File: config.mk
export PLATFORM = sky130hd
export DESIGN_NAME = txm_dev_flat
export DESIGN_NICKNAME = d
export VERILOG_FILES = /design/src/rtl/txm_pkg.sv /design/src/rtl/txm_if.sv /design/src/rtl/txm_entry_file.sv /design/src/rtl/txm_dev.sv /design/src/flat_wrapper.sv
export SDC_FILE = /design/constraint.sdc
export NUM_CORES = 1
export LEC_CHECK = 0
export BUFFER_PORTS_ARGS = -buffer_cell sky130_fd_sc_hd__buf_2
export CORE_UTILIZATION = 30
export CTS_BUF_LIST = sky130_fd_sc_hd__clkbuf_8
export DETAILED_ROUTE_END_ITERATION = 10
export PLACE_DENSITY = 0.53
export SLEW_MARGIN = 15
export SYNTH_ARGS = -nofsm -noshare
export SYNTH_HDL_FRONTEND = slang
export SYNTH_SLANG_ARGS = --single-unit
File: constraint.sdc
create_clock -name clk_i -period 5.4 [get_ports clk_i]
set_input_delay 0.81 -clock clk_i [delete_from_list [all_inputs] [get_ports clk_i]]
set_output_delay 0.81 -clock clk_i [all_outputs]
set_load 0.03 [all_outputs]
File: src/rtl/txm_pkg.sv
// Shared constants and types for translation fault entry and instruction buffer access
package txm_pkg;

    // ***********************************************************
    // Array decode
    // ***********************************************************
    localparam logic [31:0] OFS_TAG     = 32'hF200_0000;
    localparam logic [31:0] OFS_D1      = 32'hF300_0000;
    localparam logic [31:0] OFS_D2      = 32'hF380_0000;
    localparam int          IDX_LO      = 8;
    localparam int          IDX_HI      = 9;
    localparam int          N_ENTRY     = 4;

    // ***********************************************************
    // Field layouts
    // ***********************************************************
    localparam int          VPN_LO      = 10;
    localparam int          PPN_LO      = 10;
    localparam int          PPN_HI      = 28;
    localparam int          V_POS       = 8;
    localparam int          SZH_POS     = 7;
    localparam int          PR_POS      = 6;
    localparam int          SZL_POS     = 4;
    localparam int          C_POS       = 3;
    localparam int          SH_POS      = 1;
    localparam int          TC_POS      = 3;
    localparam logic [31:0] MASK_TAG    = 32'hFFFF_FDFF;
    localparam logic [31:0] MASK_D1     = 32'h1FFF_FDDA;
    localparam logic [31:0] MASK_D2     = 32'h0000_000F;

    // ***********************************************************
    // Exception entry
    // ***********************************************************
    localparam logic [11:0] EXC_PROT_RD = 12'h0A0;
    localparam logic [11:0] EXC_PROT_WR = 12'h0C0;
    localparam logic [11:0] EXC_IPW     = 12'h080;
    localparam logic [31:0] VEC_OFS     = 32'h0000_0100;
    localparam int          MD_POS      = 30;
    localparam int          RB_POS      = 29;
    localparam int          BL_POS      = 28;
    localparam logic [2:0]  P2_TOP      = 3'h5;
    localparam logic [3:0]  SETTLE_CNT  = 4'h8;
    localparam logic [31:0] RST_WORD    = 32'h0000_0000;
    localparam logic [11:0] RST_CODE    = 12'h000;

    // Data access kinds seen by the translation check
    typedef enum logic [2:0] {
        OP_LOAD,
        OP_STORE,
        OP_PURGE,
        OP_WBACK,
        OP_INVAL,
        OP_ALLOC
    } txm_op_e;

endpackage

File: src/rtl/txm_if.sv
// Interface joining the load/store pipeline and the translation fault block
interface txm_if;
    import txm_pkg::*;

    // Array access path
    logic                  acc_req;
    logic                  acc_we;
    logic                  acc_long;
    logic                  acc_fetch;
    logic [31:0]           acc_addr;
    logic [31:0]           acc_wdata;
    logic                  acc_ack;
    logic                  acc_err;
    logic [31:0]           acc_rdata;
    // Translation result and context
    logic                  xlt_valid;
    txm_op_e               xlt_op;
    logic                  xlt_hit;
    logic [1:0]            xlt_pr;
    logic                  xlt_dirty;
    logic [31:0]           xlt_vaddr;
    logic [31:0]           ctx_pc;
    logic                  ctx_slot;
    logic [31:0]           ctx_branch_pc;
    logic [31:0]           ctx_status;
    logic [31:0]           ctx_stack;
    logic [31:0]           ctx_vbr;
    // Exception entry answer
    logic                  exc_take;
    logic [31:0]           exc_vector;
    logic [31:0]           exc_status;

    modport dev (
        input  acc_req, acc_we, acc_long, acc_fetch, acc_addr, acc_wdata,
        input  xlt_valid, xlt_op, xlt_hit, xlt_pr, xlt_dirty, xlt_vaddr,
        input  ctx_pc, ctx_slot, ctx_branch_pc, ctx_status, ctx_stack, ctx_vbr,
        output acc_ack, acc_err, acc_rdata, exc_take, exc_vector, exc_status
    );
    modport pipe (
        output acc_req, acc_we, acc_long, acc_fetch, acc_addr, acc_wdata,
        output xlt_valid, xlt_op, xlt_hit, xlt_pr, xlt_dirty, xlt_vaddr,
        output ctx_pc, ctx_slot, ctx_branch_pc, ctx_status, ctx_stack, ctx_vbr,
        input  acc_ack, acc_err, acc_rdata, exc_take, exc_vector, exc_status
    );
endinterface

File: src/rtl/txm_entry_file.sv
// Four-entry instruction translation buffer store with three array views
module txm_entry_file
    import txm_pkg::*;
(
    input  wire logic        clk_i,
    input  wire logic        nrst_i,
    input  wire logic        we_tag_i,
    input  wire logic        we_d1_i,
    input  wire logic        we_d2_i,
    input  wire logic [1:0]  idx_i,
    input  wire logic [31:0] wdata_i,
    output logic      [31:0] tag_word_o,
    output logic      [31:0] d1_word_o,
    output logic      [31:0] d2_word_o
);
    import txm_pkg::*;

    logic [21:0] vpn_q  [N_ENTRY];
    logic [7:0]  space_id_q [N_ENTRY];
    logic [18:0] ppn_q  [N_ENTRY];
    logic [1:0]  sz_q   [N_ENTRY];
    logic [2:0]  sa_q   [N_ENTRY];
    logic        v_q    [N_ENTRY];
    logic        pr_q   [N_ENTRY];
    logic        c_q    [N_ENTRY];
    logic        sh_q   [N_ENTRY];
    logic        tc_q   [N_ENTRY];

    // ***********************************************************
    // Entry storage
    // ***********************************************************
    for (genvar e = 0; e < N_ENTRY; e++) begin : g_ent
        logic sel;
        assign sel = (idx_i == 2'(e));
        // One valid flop serves both views so they never disagree
        always_ff @(posedge clk_i) begin
            if (!nrst_i) begin
                v_q[e] <= 1'b0;
            end else if (sel && (we_tag_i || we_d1_i)) begin
                v_q[e] <= wdata_i[V_POS];
            end
        end
        // Tag view fields; no reset needed, valid guards them
        always_ff @(posedge clk_i) begin
            if (sel && we_tag_i) begin
                vpn_q[e]  <= wdata_i[31:VPN_LO];
                space_id_q[e] <= wdata_i[7:0];
            end
        end
        // Data view one fields
        always_ff @(posedge clk_i) begin
            if (sel && we_d1_i) begin
                ppn_q[e] <= wdata_i[PPN_HI:PPN_LO];
                sz_q[e]  <= {wdata_i[SZH_POS], wdata_i[SZL_POS]};
                pr_q[e]  <= wdata_i[PR_POS];
                c_q[e]   <= wdata_i[C_POS];
                sh_q[e]  <= wdata_i[SH_POS];
            end
        end
        // Data view two fields
        always_ff @(posedge clk_i) begin
            if (sel && we_d2_i) begin
                sa_q[e] <= wdata_i[2:0];
                tc_q[e] <= wdata_i[TC_POS];
            end
        end
    end

    // ***********************************************************
    // Read views; reserved bits return zero
    // ***********************************************************
    assign tag_word_o = {vpn_q[idx_i], 1'b0, v_q[idx_i], space_id_q[idx_i]};
    assign d1_word_o  = {3'b000, ppn_q[idx_i], 1'b0, v_q[idx_i], sz_q[idx_i][1],
                         pr_q[idx_i], 1'b0, sz_q[idx_i][0], c_q[idx_i], 1'b0,
                         sh_q[idx_i], 1'b0};
    assign d2_word_o  = {28'h0000000, tc_q[idx_i], sa_q[idx_i]};
endmodule

File: src/rtl/txm_dev.sv
// Device end: fault entry sequencing and memory-mapped instruction buffer arrays
module txm_dev
    import txm_pkg::*;
(
    input  wire logic  clk_i,
    input  wire logic  nrst_i,
    txm_if.dev         bus,
    output logic [31:0] page_entry_high_o,
    output logic [31:0] fault_address_o,
    output logic [11:0] exception_event_o,
    output logic [31:0] saved_pc_o,
    output logic [31:0] saved_status_o,
    output logic [31:0] saved_stack_o
);
    import txm_pkg::*;

    logic        is_write;
    logic        allowed;
    logic        prot_fault;
    logic        ipw_fault;
    logic        take;
    logic        hit_tag;
    logic        hit_d1;
    logic        hit_d2;
    logic        legal;
    logic [1:0]  idx;
    logic [31:0] tag_word;
    logic [31:0] d1_word;
    logic [31:0] d2_word;
    logic [31:0] rd_mux;

    logic [31:0] page_entry_high_q;
    logic [31:0] fault_address_q;
    logic [11:0] exception_event_q;
    logic [31:0] saved_pc_q;
    logic [31:0] saved_status_q;
    logic [31:0] saved_stack_q;
    logic        exc_take_q;
    logic [31:0] exc_vector_q;
    logic [31:0] exc_status_q;
    logic        acc_ack_q;
    logic        acc_err_q;
    logic [31:0] acc_rdata_q;

    // ***********************************************************
    // Access classification
    // ***********************************************************
    // Cache purge and writeback only read the line; invalidate and
    // allocate-store overwrite it, so they are treated as writes
    always_comb begin
        unique case (bus.xlt_op)
            OP_STORE, OP_INVAL, OP_ALLOC: is_write = 1'b1;
            default:                      is_write = 1'b0;
        endcase
    end

    // Right field: high bit opens user mode, low bit opens writes
    always_comb begin
        if (bus.ctx_status[MD_POS]) begin
            allowed = !is_write || bus.xlt_pr[0];
        end else begin
            allowed = bus.xlt_pr[1] && (!is_write || bus.xlt_pr[0]);
        end
    end

    assign prot_fault = bus.xlt_hit && !allowed;
    assign ipw_fault  = bus.xlt_hit && allowed && is_write && !bus.xlt_dirty;
    assign take       = bus.xlt_valid && (prot_fault || ipw_fault);

    // ***********************************************************
    // Fault context capture
    // ***********************************************************
    // Faulting page and address
    always_ff @(posedge clk_i) begin
        if (!nrst_i) begin
            page_entry_high_q <= RST_WORD;
            fault_address_q   <= RST_WORD;
        end else if (take) begin
            page_entry_high_q <= {bus.xlt_vaddr[31:VPN_LO], page_entry_high_q[VPN_LO-1:0]};
            fault_address_q   <= bus.xlt_vaddr;
        end
    end

    // Exception code; protection fault wins over a clean-page write
    always_ff @(posedge clk_i) begin
        if (!nrst_i) begin
            exception_event_q <= RST_CODE;
        end else if (take) begin
            if (prot_fault) begin
                exception_event_q <= is_write ? EXC_PROT_WR : EXC_PROT_RD;
            end else begin
                exception_event_q <= EXC_IPW;
            end
        end
    end

    // Return point: a slot instruction restarts at its branch
    always_ff @(posedge clk_i) begin
        if (!nrst_i) begin
            saved_pc_q <= RST_WORD;
        end else if (take) begin
            saved_pc_q <= bus.ctx_slot ? bus.ctx_branch_pc : bus.ctx_pc;
        end
    end

    // Status and stack pointer as they stood before entry
    always_ff @(posedge clk_i) begin
        if (!nrst_i) begin
            saved_status_q <= RST_WORD;
            saved_stack_q  <= RST_WORD;
        end else if (take) begin
            saved_status_q <= bus.ctx_status;
            saved_stack_q  <= bus.ctx_stack;
        end
    end

    // ***********************************************************
    // Vectoring
    // ***********************************************************
    // The pipeline loads the new status and fetch address on the pulse
    always_ff @(posedge clk_i) begin
        if (!nrst_i) begin
            exc_take_q   <= 1'b0;
            exc_vector_q <= RST_WORD;
            exc_status_q <= RST_WORD;
        end else begin
            exc_take_q <= take;
            if (take) begin
                exc_vector_q <= bus.ctx_vbr + VEC_OFS;
                exc_status_q <= bus.ctx_status | (32'h1 << MD_POS) | (32'h1 << BL_POS)
                                | (32'h1 << RB_POS);
            end
        end
    end

    // ***********************************************************
    // Array decode
    // ***********************************************************
    assign hit_tag = (bus.acc_addr[31:24] == OFS_TAG[31:24]);
    assign hit_d1  = (bus.acc_addr[31:23] == OFS_D1[31:23]);
    assign hit_d2  = (bus.acc_addr[31:23] == OFS_D2[31:23]);
    assign idx     = bus.acc_addr[IDX_HI:IDX_LO];
    // Only longword data moves reach the arrays
    assign legal   = bus.acc_req && bus.acc_long && !bus.acc_fetch
                     && (hit_tag || hit_d1 || hit_d2);

    txm_entry_file u_entries (
        .clk_i      (clk_i),
        .nrst_i     (nrst_i),
        .we_tag_i   (legal && bus.acc_we && hit_tag),
        .we_d1_i    (legal && bus.acc_we && hit_d1),
        .we_d2_i    (legal && bus.acc_we && hit_d2),
        .idx_i      (idx),
        .wdata_i    (bus.acc_wdata),
        .tag_word_o (tag_word),
        .d1_word_o  (d1_word),
        .d2_word_o  (d2_word)
    );

    // Reserved bits are returned as zero, which software may not rely on
    always_comb begin
        if (hit_tag) begin
            rd_mux = tag_word;
        end else if (hit_d1) begin
            rd_mux = d1_word;
        end else if (hit_d2) begin
            rd_mux = d2_word;
        end else begin
            rd_mux = RST_WORD;
        end
    end

    // One-cycle answer; refused accesses get an error and no data
    always_ff @(posedge clk_i) begin
        if (!nrst_i) begin
            acc_ack_q   <= 1'b0;
            acc_err_q   <= 1'b0;
            acc_rdata_q <= RST_WORD;
        end else begin
            acc_ack_q <= bus.acc_req;
            acc_err_q <= bus.acc_req && !legal;
            if (legal && !bus.acc_we) begin
                acc_rdata_q <= rd_mux;
            end
        end
    end

    // ***********************************************************
    // Outputs
    // ***********************************************************
    assign bus.acc_ack        = acc_ack_q;
    assign bus.acc_err        = acc_err_q;
    assign bus.acc_rdata      = acc_rdata_q;
    assign bus.exc_take       = exc_take_q;
    assign bus.exc_vector     = exc_vector_q;
    assign bus.exc_status     = exc_status_q;
    assign page_entry_high_o  = page_entry_high_q;
    assign fault_address_o    = fault_address_q;
    assign exception_event_o  = exception_event_q;
    assign saved_pc_o         = saved_pc_q;
    assign saved_status_o     = saved_status_q;
    assign saved_stack_o      = saved_stack_q;
endmodule

File: src/flat_wrapper.sv
// flat-port wrapper written by rule: the top's interface ports become plain ports
module txm_dev_flat import txm_pkg::*;
  (clk_i, nrst_i, page_entry_high_o, fault_address_o, exception_event_o, saved_pc_o, saved_status_o, saved_stack_o, bus_acc_req, bus_acc_we, bus_acc_long, bus_acc_fetch, bus_acc_addr, bus_acc_wdata, bus_xlt_valid, bus_xlt_op, bus_xlt_hit, bus_xlt_pr, bus_xlt_dirty, bus_xlt_vaddr, bus_ctx_pc, bus_ctx_slot, bus_ctx_branch_pc, bus_ctx_status, bus_ctx_stack, bus_ctx_vbr, bus_acc_ack, bus_acc_err, bus_acc_rdata, bus_exc_take, bus_exc_vector, bus_exc_status);
  txm_if bus_i ();
  input  wire logic clk_i;
  input  wire logic nrst_i;
  output logic [31:0] page_entry_high_o;
  output logic [31:0] fault_address_o;
  output logic [11:0] exception_event_o;
  output logic [31:0] saved_pc_o;
  output logic [31:0] saved_status_o;
  output logic [31:0] saved_stack_o;
  input wire logic [$bits(bus_i.acc_req)-1:0] bus_acc_req;
  input wire logic [$bits(bus_i.acc_we)-1:0] bus_acc_we;
  input wire logic [$bits(bus_i.acc_long)-1:0] bus_acc_long;
  input wire logic [$bits(bus_i.acc_fetch)-1:0] bus_acc_fetch;
  input wire logic [$bits(bus_i.acc_addr)-1:0] bus_acc_addr;
  input wire logic [$bits(bus_i.acc_wdata)-1:0] bus_acc_wdata;
  input wire logic [$bits(bus_i.xlt_valid)-1:0] bus_xlt_valid;
  input wire logic [$bits(bus_i.xlt_op)-1:0] bus_xlt_op;
  input wire logic [$bits(bus_i.xlt_hit)-1:0] bus_xlt_hit;
  input wire logic [$bits(bus_i.xlt_pr)-1:0] bus_xlt_pr;
  input wire logic [$bits(bus_i.xlt_dirty)-1:0] bus_xlt_dirty;
  input wire logic [$bits(bus_i.xlt_vaddr)-1:0] bus_xlt_vaddr;
  input wire logic [$bits(bus_i.ctx_pc)-1:0] bus_ctx_pc;
  input wire logic [$bits(bus_i.ctx_slot)-1:0] bus_ctx_slot;
  input wire logic [$bits(bus_i.ctx_branch_pc)-1:0] bus_ctx_branch_pc;
  input wire logic [$bits(bus_i.ctx_status)-1:0] bus_ctx_status;
  input wire logic [$bits(bus_i.ctx_stack)-1:0] bus_ctx_stack;
  input wire logic [$bits(bus_i.ctx_vbr)-1:0] bus_ctx_vbr;
  output wire logic [$bits(bus_i.acc_ack)-1:0] bus_acc_ack;
  output wire logic [$bits(bus_i.acc_err)-1:0] bus_acc_err;
  output wire logic [$bits(bus_i.acc_rdata)-1:0] bus_acc_rdata;
  output wire logic [$bits(bus_i.exc_take)-1:0] bus_exc_take;
  output wire logic [$bits(bus_i.exc_vector)-1:0] bus_exc_vector;
  output wire logic [$bits(bus_i.exc_status)-1:0] bus_exc_status;
  assign bus_i.acc_req = bus_acc_req;
  assign bus_i.acc_we = bus_acc_we;
  assign bus_i.acc_long = bus_acc_long;
  assign bus_i.acc_fetch = bus_acc_fetch;
  assign bus_i.acc_addr = bus_acc_addr;
  assign bus_i.acc_wdata = bus_acc_wdata;
  assign bus_i.xlt_valid = bus_xlt_valid;
  assign bus_i.xlt_op = bus_xlt_op;
  assign bus_i.xlt_hit = bus_xlt_hit;
  assign bus_i.xlt_pr = bus_xlt_pr;
  assign bus_i.xlt_dirty = bus_xlt_dirty;
  assign bus_i.xlt_vaddr = bus_xlt_vaddr;
  assign bus_i.ctx_pc = bus_ctx_pc;
  assign bus_i.ctx_slot = bus_ctx_slot;
  assign bus_i.ctx_branch_pc = bus_ctx_branch_pc;
  assign bus_i.ctx_status = bus_ctx_status;
  assign bus_i.ctx_stack = bus_ctx_stack;
  assign bus_i.ctx_vbr = bus_ctx_vbr;
  assign bus_acc_ack = bus_i.acc_ack;
  assign bus_acc_err = bus_i.acc_err;
  assign bus_acc_rdata = bus_i.acc_rdata;
  assign bus_exc_take = bus_i.exc_take;
  assign bus_exc_vector = bus_i.exc_vector;
  assign bus_exc_status = bus_i.exc_status;
  txm_dev u_core (.clk_i(clk_i), .nrst_i(nrst_i), .bus(bus_i), .page_entry_high_o(page_entry_high_o), .fault_address_o(fault_address_o), .exception_event_o(exception_event_o), .saved_pc_o(saved_pc_o), .saved_status_o(saved_status_o), .saved_stack_o(saved_stack_o));
endmodule
==> impl_metrics.json, run 1 <==
{
  "final.min_clock_period_ns": 3.06,
  "crit_type": "input port to flip-flop",
  "ctsHoldBuffers": 0,
  "switchingPower_mw": 1.92,
  "fin_ws_ns": 2.34,
  "synthesis.area_um2": 17100,
  "die_w_um": 240,
  "clock.fmax_mhz": 327,
  "final_layout_size_suffix_gt1_frac": 0.392,
  "path_clk_slew_ns": 0.06,
  "grt_pass1_vias": 11725,
  "cap_violations": 0,
  "ir_drop_mv": 0.173,
  "finalHoldViolations": 0,
  "overflow": 0,
  "worst_ep_required_time_ns": 5.74,
  "cp_slowest_stage_delay_ns": 0.70,
  "p_total_mw": 7.32,
  "fin_setup_tns_ns": 0,
  "vias": 12401,
  "skew_ns": 0.0303,
  "cp-start-kind": "input port",
  "synthFlopType": "edfxtp_1",
  "wl_mm": 57.2,
  "gp_congestion": 0.913,
  "arrival_ns": 3.41,
  "relSlewSlack": 0.271,
  "h-tree-depth": 3,
  "tritoncts": "done",
  "drv_slew": 0,
  "initial_utilization": 0.303,
  "port_buffers": 499,
  "rows": 87,
  "power_density_nw_per_um2": 341,
  "crit_path_cell_trace": "buf_2 -> nand3b_1 -> nor3_1 -> nand2_1 -> nor2_4 -> buf_4",
  "clkPwrFrac": 0.427,
  "cts.sinks": 433,
  "cp_slowest_cell": "nor2_4",
  "drc": 0,
  "die_h_um": 240,
  "intPower_mw": 5.40,
  "ys_async_sr_fraction": 0,
  "synth_edf_count": 235,
  "syn_inst": 1334,
  "post_cts_buffers": 0,
  "cts_max_path_buffers": 3,
  "ctsRootBufferMaster": "clkbuf_8",
  "wl_per_cell_um": 21.9,
  "io_pins": 542,
  "grt_max_degree": 100,
  "antenna_found_initial": 23,
  "die-area_um2": 57800,
  "dpl.hpwl_mm": 39.8,
  "rsz0062_at_grt": "no",
  "hold_class": "input port to flip-flop",
  "layout_common_cells": "498 x buf_2, 235 x edfxtp_1, 227 x nand2_1, 198 x dfxtp_1, 122 x a21oi_1",
  "yosysWarnings": 0,
  "setup_viol": 0,
  "post_cts_resized": 0,
  "r2r_setup_slack_ns": 3.94,
  "placed_area_um2": 19800,
  "drt_iter0_markers": 940,
  "grt_pass1_wl_mm": 78.8,
  "ant_nets": 0,
  "synth-seq-cells": 433,
  "drt-vias-per-instance": 4.74,
  "layout_commonest_cell": "buf_2",
  "seqPwrFrac": 0.486,
  "avgSynthCellArea_um2": 12.8,
  "timing.final.crit_share": 0.567,
  "cp-end-kind": "flip-flop",
  "drt-pass1-iter-count": 5,
  "final_area_um2": 21400,
  "worst_slew_pin_slew_ns": 1.09,
  "pre_cts_ws_ns": 1.61,
  "p_comb_frac": 0.088,
  "p_sw_frac": 0.263,
  "coreArea_um2": 56300,
  "area_delta_synth_final_pct": 25.7,
  "cts_buffers": 78,
  "ys_seq_area_frac": 0.646,
  "p_leak_nw": 8.59,
  "path_max_fanout": 20,
  "clk_latency_ns": 0.67,
  "track_usage": 0.191,
  "synth_cell_type_count": 48,
  "outcome": "complete, no violations",
  "nets": 2060
}
[cell type report]
cell class / count / area [µm²]
Clock inverter: 51 / 335
Timing Repair Buffer: 519 / 2680
Clock buffer: 91 / 1250
Sequential cell: 433 / 11000
Fill cell: 5526 / 34800
Tap cell: 756 / 946
Inverter: 3 / 16.3
Antenna cell: 8 / 20.0
Multi-Input combinational cell: 753 / 5170
[logic make-up after synthesis]
family	count (synthesis)	synth area share
multiplexers	92	0.0975
other	1	0.000220
AND/OR/NAND/NOR	370	0.0942
AO/OA/AOI/OAI	255	0.0946
buffers and inverters	167	0.0588
adder cells (fa/ha/maj)	1	0.000734
XOR/XNOR	15	0.00770
flip-flops	433	0.646
[through the flow]
step	cells	hold WS, ns	utilization
floorplan	1353	0.435	-
global placement	2464	0.440	0.352
detailed placement	2464	0.446	0.352
CTS	2606	0.291	0.381
global route	2608	0.321	0.381
finish	2614	0.369	0.381
[worst paths after layout]
path | startpoint | to | depth (start not counted)
setup / recovery | bus_acc_fetch | u_core.u_entries.space_id_q[1][1] | 6
hold / removal | bus_acc_wdata[29] | u_core.u_entries.vpn_q[3][19] | 1
setup reg to reg | u_core.u_entries.vpn_q[3][15] | u_core.bus.acc_rdata[25] | 3
hold reg to reg | u_core.fault_address_o[4] | u_core.fault_address_o[4] | 2
[flip-flops by register name, summed over array words and instances (netlist names)]
name / count
u_core.u_entries.tc_q: 4
u_core.saved_status_o: 4
u_core.saved_pc_o: 32
u_core.u_entries.v_q: 4
u_core.u_entries.vpn_q: 88
u_core.bus.exc_status: 29
u_core.u_entries.pr_q: 4
u_core.bus.acc_err: 1
u_core.u_entries.sh_q: 4
u_core.u_entries.c_q: 4
u_core.u_entries.ppn_q: 76
u_core.saved_stack_o: 32
u_core.fault_address_o: 32
u_core.exception_event_o: 2
u_core.u_entries.space_id_q: 32
u_core.bus.exc_take: 1
u_core.bus.exc_vector: 32
u_core.bus.acc_rdata: 31
u_core.bus.acc_ack: 1
u_core.u_entries.sa_q: 12
u_core.u_entries.sz_q: 8
[synthesized netlist by cell type (2+ instances only)]
master,number,share of area
edfxtp_1,235,0.41
nand2_1,227,0.050
dfxtp_1,198,0.23
a21oi_1,122,0.036
nor2_1,81,0.018
buf_4,75,0.033
mux4_2,58,0.077
o21ai_0,50,0.015
a211oi_1,41,0.018
clkbuf_1,41,0.0090
buf_2,36,0.011
mux2i_1,33,0.019
a221oi_2,15,0.013
nand4_1,13,0.0048
xor2_1,13,0.0067
nand3_1,12,0.0035
a31oi_1,9,0.0033
a221oi_1,7,0.0036
and4_1,7,0.0036
or3_1,7,0.0026
buf_1,6,0.0013
nor3_1,6,0.0018
buf_6,5,0.0033
a32oi_1,4,0.0021
and3_1,4,0.0015
inv_1,3,0.00066
and2_1,2,0.00073
nand2b_1,2,0.00073
nand3b_1,2,0.00088
xnor2_1,2,0.0010
[worst max-delay path: cells and delay by family]
kind / cells / cell delay [ns]
buf+inv: 2 / 0.46
simple gates: 4 / 2.11
[per-layer routing]
layer	vias to the layer above	share of wire	global-route usage
met5	-	0.0020	0
met4	18	0.046	0.107
met3	110	0.087	0.0614
met2	471	0.46	0.293
met1	6077	0.41	0.236
li1	5725	-	-
[power groups by stage]
stage / registers, mW / logic [mW] / clock network [mW]
after floorplan: 3.72 / 0.295 / 0
after global placement: 3.62 / 0.635 / 0
after detailed placement: 3.62 / 0.642 / 0
after CTS: 3.55 / 0.644 / 3.21
after global routing: 3.56 / 0.686 / 3.37
final: 3.56 / 0.641 / 3.12
(Power assumes the default switching activity.)
==> inputs of run 2 (changes only) <==
- PLACE_DENSITY: 0.53 -> 0.55
- clock period: 5.4 -> 2.45 ns (I/O delays scaled with it)
==> run 2 against run 1 <==
Setup slack got worse by 2.0 ns. Largest cell class unchanged. Global-route usage increased by 0.86 points. Wire length increased by 4.6%. Critical path type unchanged. Non-clock buffer count increased by 168.
==> impl_metrics.json, run 2 (synthesis results as in run 1) <==
{
  "outcome": "complete, no violations",
  "drv_slew": 0,
  "ctsRootBufferMaster": "clkbuf_8",
  "path_max_fanout": 22,
  "drt-vias-per-instance": 4.75,
  "critPathBufInv": 5,
  "drt_iter0_markers": 891,
  "wl_per_cell_um": 21.6,
  "h-tree-depth": 3,
  "final.min_clock_period_ns": 2.08,
  "worst_ep_required_time_ns": 2.77,
  "cp-end-kind": "flip-flop",
  "wl_mm": 59.9,
  "largest_register_ffs": 88,
  "track_usage": 0.199,
  "io_pins": 542,
  "reg2reg_from": "u_core.u_entries.vpn_q[3][1]",
  "coreArea_um2": 56300,
  "drt-pass1-iter-count": 7,
  "hold_path_end": "u_core.bus.exc_vector[22]",
  "grt_pass1_vias": 12872,
  "area_delta_synth_final_pct": 36.6,
  "setup_viol": 0,
  "final_layout_size_suffix_gt1_frac": 0.371,
  "grt_max_degree": 97,
  "rsz0062_at_grt": "no",
  "cts.sinks": 433,
  "die_h_um": 240,
  "p_leak_nw": 9.40,
  "drc": 0,
  "antenna_found_initial": 11,
  "layout_commonest_cell": "buf_2",
  "skew_ns": 0.0232,
  "top_regs": "u_core.u_entries.vpn_q: 88 flops, u_core.u_entries.ppn_q: 76 flops",
  "layout_common_cells": "498 x buf_2, 235 x edfxtp_1, 227 x nand2_1, 198 x dfxtp_1, 142 x dlygate4sd3_1",
  "port_buffers": 499,
  "overflow": 0,
  "timing.final.crit_share": 0.850,
  "cap_violations": 0,
  "worst_slew_pin_slew_ns": 0.754,
  "crit_type": "input port to flip-flop",
  "pre_cts_ws_ns": 0.233,
  "gp_congestion": 0.911,
  "arrival_ns": 2.40,
  "cp-start-kind": "input port",
  "top_register": "u_core.u_entries.vpn_q",
  "cp_slowest_cell": "dlygate4sd3_1",
  "relSlewSlack": 0.498,
  "hold_path_startpoint": "bus_ctx_vbr[22]",
  "finalHoldViolations": 0,
  "clk_latency_ns": 0.65,
  "path_clk_slew_ns": 0.06,
  "p_total_mw": 16.4,
  "crit_path_frequent_cell": "buf_4",
  "cts_buffers": 79,
  "vias": 13186,
  "rows": 87,
  "dpl.hpwl_mm": 40.9,
  "nets": 2229,
  "cts_max_path_buffers": 3,
  "crit_path_cell_trace": "dlygate4sd3_1 -> buf_2 -> nand3b_1 -> nor3_2 -> buf_4 -> nand2_1 -> buf_4 -> nor3_4 -> buf_12",
  "ant_nets": 0,
  "r2r_setup_slack_ns": 1.11,
  "initial_utilization": 0.303,
  "fin_ws_ns": 0.367,
  "cp_slowest_stage_delay_ns": 0.52,
  "die_w_um": 240,
  "worst-r2r-cell-count": 3,
  "post_cts_buffers": 0,
  "whs_path_depth": 3,
  "cp_top_family": "buffers and inverters",
  "post_cts_resized": 0,
  "grt_pass1_wl_mm": 83.2,
  "clock.fmax_mhz": 480,
  "tritoncts": "done",
  "die-area_um2": 57800,
  "hold-worst-slack_ns": 0.0794,
  "power_density_nw_per_um2": 706,
  "r2r_end": "u_core.bus.acc_rdata[11]",
  "ir_drop_mv": 0.485,
  "hold_class": "input port to flip-flop"
}
[run 2: changes by cell type in the layout (fill, tap and decap cells not counted), sizes merged]
cell         change
buf             +26
bufinv           +1
clkbuf           +3
clkinv           -5
clkinvlp         -1
diode            -5
dlygate4sd3    +142
[run 2: worst max path at each step]
stage                                 from                                 to  slack [ns]  depth (start not counted)
after detailed placement     bus_acc_fetch  u_core.u_entries.space_id_q[0][5]        0.23                          8
after global placement    bus_acc_addr[27]  u_core.u_entries.space_id_q[0][5]        0.25                          8
after global routing           bus_acc_req      u_core.u_entries.vpn_q[0][12]        0.34                          9
after floorplan           bus_acc_addr[26]            u_core.u_entries.c_q[3]       -0.31                          5
after CTS                      bus_acc_req      u_core.u_entries.vpn_q[0][12]        0.50                          9
final                          bus_acc_req      u_core.u_entries.vpn_q[0][12]        0.37                          9
[run 2: worst register-to-register path: stages, from the launching register on]
cell and delay, ns:
edfxtp_1 0.36, mux4_2 0.48, a221oi_1 0.32, nor2_1 0.07
[run 2: area by class of cell]
cell class              instances  area, µm²
diodes                          3       7.51
clock buffers                  94       1290
clock inverters                46        303
fillers                      5316      33000
inverters                       3       13.8
multi-input cells             753       5190
flip-flops and latches        433      11000
well taps                     756        946
repair buffers                687       4530
[run 2: what timing repair did]
action	4_1_cts	5_1_grt
setup endpoints to repair	0	0
hold endpoints to repair	344	0
hold buffers	142	0
[run 2: per-stage QoR]
| stage | util | std cells | TNS, ns | instance area [µm²] |
|---|---|---|---|---|
| final | 0.414 | 2775 | 0 | 23300 |
| after global routing | 0.414 | 2775 | 0 | 23300 |
| after CTS | 0.414 | 2772 | 0 | 23300 |
| after detailed placement | 0.360 | 2490 | 0 | 20300 |
| after global placement | 0.360 | 2490 | 0 | 20300 |
| after floorplan | - | 1353 | -31.52 | 17200 |
[run 2: power breakdown]
part / switching, mW / internal (mW) / leakage (nW)
combinational: 1.02 / 0.643 / 4.78
sequential: 0.0732 / 7.76 / 3.72
clock: 3.13 / 3.82 / 0.905
total: 4.22 / 12.2 / 9.40
[run 2: per-layer routing]
metal | vias to the layer above | track usage | wire length, µm
li1 | 6065 | - | -
met1 | 6408 | 0.241 | 23900
met2 | 550 | 0.307 | 27300
met3 | 151 | 0.0701 | 5210
met4 | 12 | 0.113 | 3340
met5 | - | 0 | 86
==> inputs of run 3 (changes only) <==
- clock period: 2.45 -> 1.85 ns (I/O delays scaled with it)
==> run 3 against run 2 <==
Setup slack got worse by 0.22 ns. Largest cell class unchanged. Largest power group unchanged. Highest routed layer unchanged. Utilization increased by 1.7 points. Flip-flop and latch count unchanged. Sequential share of layout area decreased by 1.9 points.
==> impl_metrics.json, run 3 (synthesis results as in run 1) <==
{
  "outcome": "complete, no violations",
  "p_sw_frac": 0.255,
  "cap_violations": 0,
  "placed_area_um2": 20700,
  "rows": 87,
  "crit_type": "input port to flip-flop",
  "power_density_nw_per_um2": 919,
  "cts.sinks": 433,
  "initial_utilization": 0.303,
  "coreArea_um2": 56300,
  "stdcell_count": 2857,
  "largest_register_ffs": 88,
  "clk_latency_ns": 0.66,
  "wl_met3_mm": 4.42,
  "dpl.hpwl_mm": 43.4,
  "final.min_clock_period_ns": 1.70,
  "p_total_mw": 22.3,
  "drt_iter0_markers": 935,
  "top_layer_used": "met5",
  "grt_max_degree": 63,
  "drc": 0,
  "p_leak_nw": 9.88,
  "layout_commonest_cell": "buf_2",
  "ctsRootBufferMaster": "clkbuf_8",
  "ir_drop_mv": 0.615,
  "path_clk_slew_ns": 0.06,
  "switchingPower_mw": 5.68,
  "hold-worst-slack_ns": 0.0654,
  "cp-start-kind": "input port",
  "grt_pass1_vias": 12999,
  "vias": 13459,
  "ant_nets": 0,
  "arrival_ns": 2.25,
  "intPower_mw": 16.6,
  "io_pins": 542,
  "p_comb_frac": 0.106,
  "setup_viol": 0,
  "rsz0062_at_grt": "no",
  "drv_slew": 0,
  "port_buffers": 499,
  "drt-vias-per-instance": 4.71,
  "h-tree-depth": 3,
  "wl_met1_mm": 25.7,
  "final_layout_size_suffix_gt1_frac": 0.386,
  "skew_ns": 0.0294,
  "wl_per_cell_um": 21.3,
  "die-area_um2": 57800,
  "layout_common_cells": "497 x buf_2, 235 x edfxtp_1, 224 x nand2_1, 198 x dfxtp_1, 174 x dlygate4sd3_1",
  "top_register": "u_core.u_entries.vpn_q",
  "finalHoldViolations": 0,
  "worst_slew_pin_slew_ns": 0.507,
  "nets": 2305,
  "overflow": 0,
  "seqPwrFrac": 0.466,
  "track_usage": 0.201,
  "relSlewSlack": 0.662,
  "path_max_fanout": 29,
  "cp-end-kind": "flip-flop",
  "gp_congestion": 0.927,
  "top_regs": "u_core.u_entries.vpn_q: 88 flops, u_core.u_entries.ppn_q: 76 flops",
  "hold_class": "input port to flip-flop",
  "antenna_found_initial": 9,
  "clock.fmax_mhz": 587,
  "die_w_um": 240,
  "cts_max_path_buffers": 3,
  "area_delta_synth_final_pct": 42.2,
  "wl_mm": 60.9,
  "timing.final.crit_share": 0.920,
  "drt-pass1-iter-count": 5,
  "worst_ep_required_time_ns": 2.39,
  "tritoncts": "done",
  "met2_length_mm": 27.2,
  "final_area_um2": 24300,
  "grt_pass1_wl_mm": 84.7,
  "cts_buffers": 77,
  "die_h_um": 240,
  "fin_setup_tns_ns": 0,
  "clkPwrFrac": 0.429,
  "place_inst": 2532
}
-- run 3: power by group through the flow --
stage,Combinational [mW],Clock [mW],Sequential [mW]
6_report,2.36,9.55,10.4
5_1_grt,2.50,10.2,10.4
4_1_cts,2.34,9.85,10.4
3_5_place_dp,2.02,0,10.6
3_3_place_gp,1.99,0,10.6
2_1_floorplan,0.875,0,10.9
-- run 3: cell type report --
cell class,count,area [µm²]
repair buffers,765,5320
inverters,3,16.3
fillers,5240,32000
flip-flops and latches,433,11000
clock buffers,94,1290
well taps,756,946
diodes,6,15.0
clock inverters,47,382
multi-input cells,753,5260
-- run 3: worst paths after layout --
| check | start | endpoint | slack, ns | cells past startpoint |
|---|---|---|---|---|
| worst min-delay path | bus_ctx_vbr[9] | u_core.bus.exc_vector[9] | 0.07 | 4 |
| worst min register to register | u_core.bus.exc_vector[1] | u_core.bus.exc_vector[1] | 0.45 | 2 |
| worst max register to register | u_core.u_entries.vpn_q[0][3] | u_core.bus.acc_rdata[13] | 0.51 | 3 |
| worst max-delay path | bus_ctx_status[30] | u_core.saved_pc_o[24] | 0.15 | 9 |
-- run 3: timing repair --
action,4_1_cts,5_1_grt
endpoints found under the setup margin,0,49
hold buffers,175,0
resized for setup,0,6
endpoints found under the hold margin,370,0
setup buffers,0,3
-- run 3: per-layer routing --
layer,GRT usage,vias to the layer above
met3,0.0533,124
li1,-,6225
met2,0.304,542
met5,0,-
met4,0.115,4
met1,0.260,6564
-- run 3: per-stage QoR --
stage / util / worst slack (ns)
CTS: 0.429 / 0.0608
global placement: 0.368 / -0.158
detailed placement: 0.368 / -0.160
finish: 0.431 / 0.147
global route: 0.431 / 0.0961
floorplan: - / -0.350
-- run 3: critical path, stage by stage --
cell,delay (ns)
dlygate4sd3_1,0.53
buf_2,0.15
o211ai_1,0.19
buf_4,0.16
o2111a_4,0.26
buf_12,0.17
buf_12,0.18
nor2_1,0.05
a211oi_1,0.24
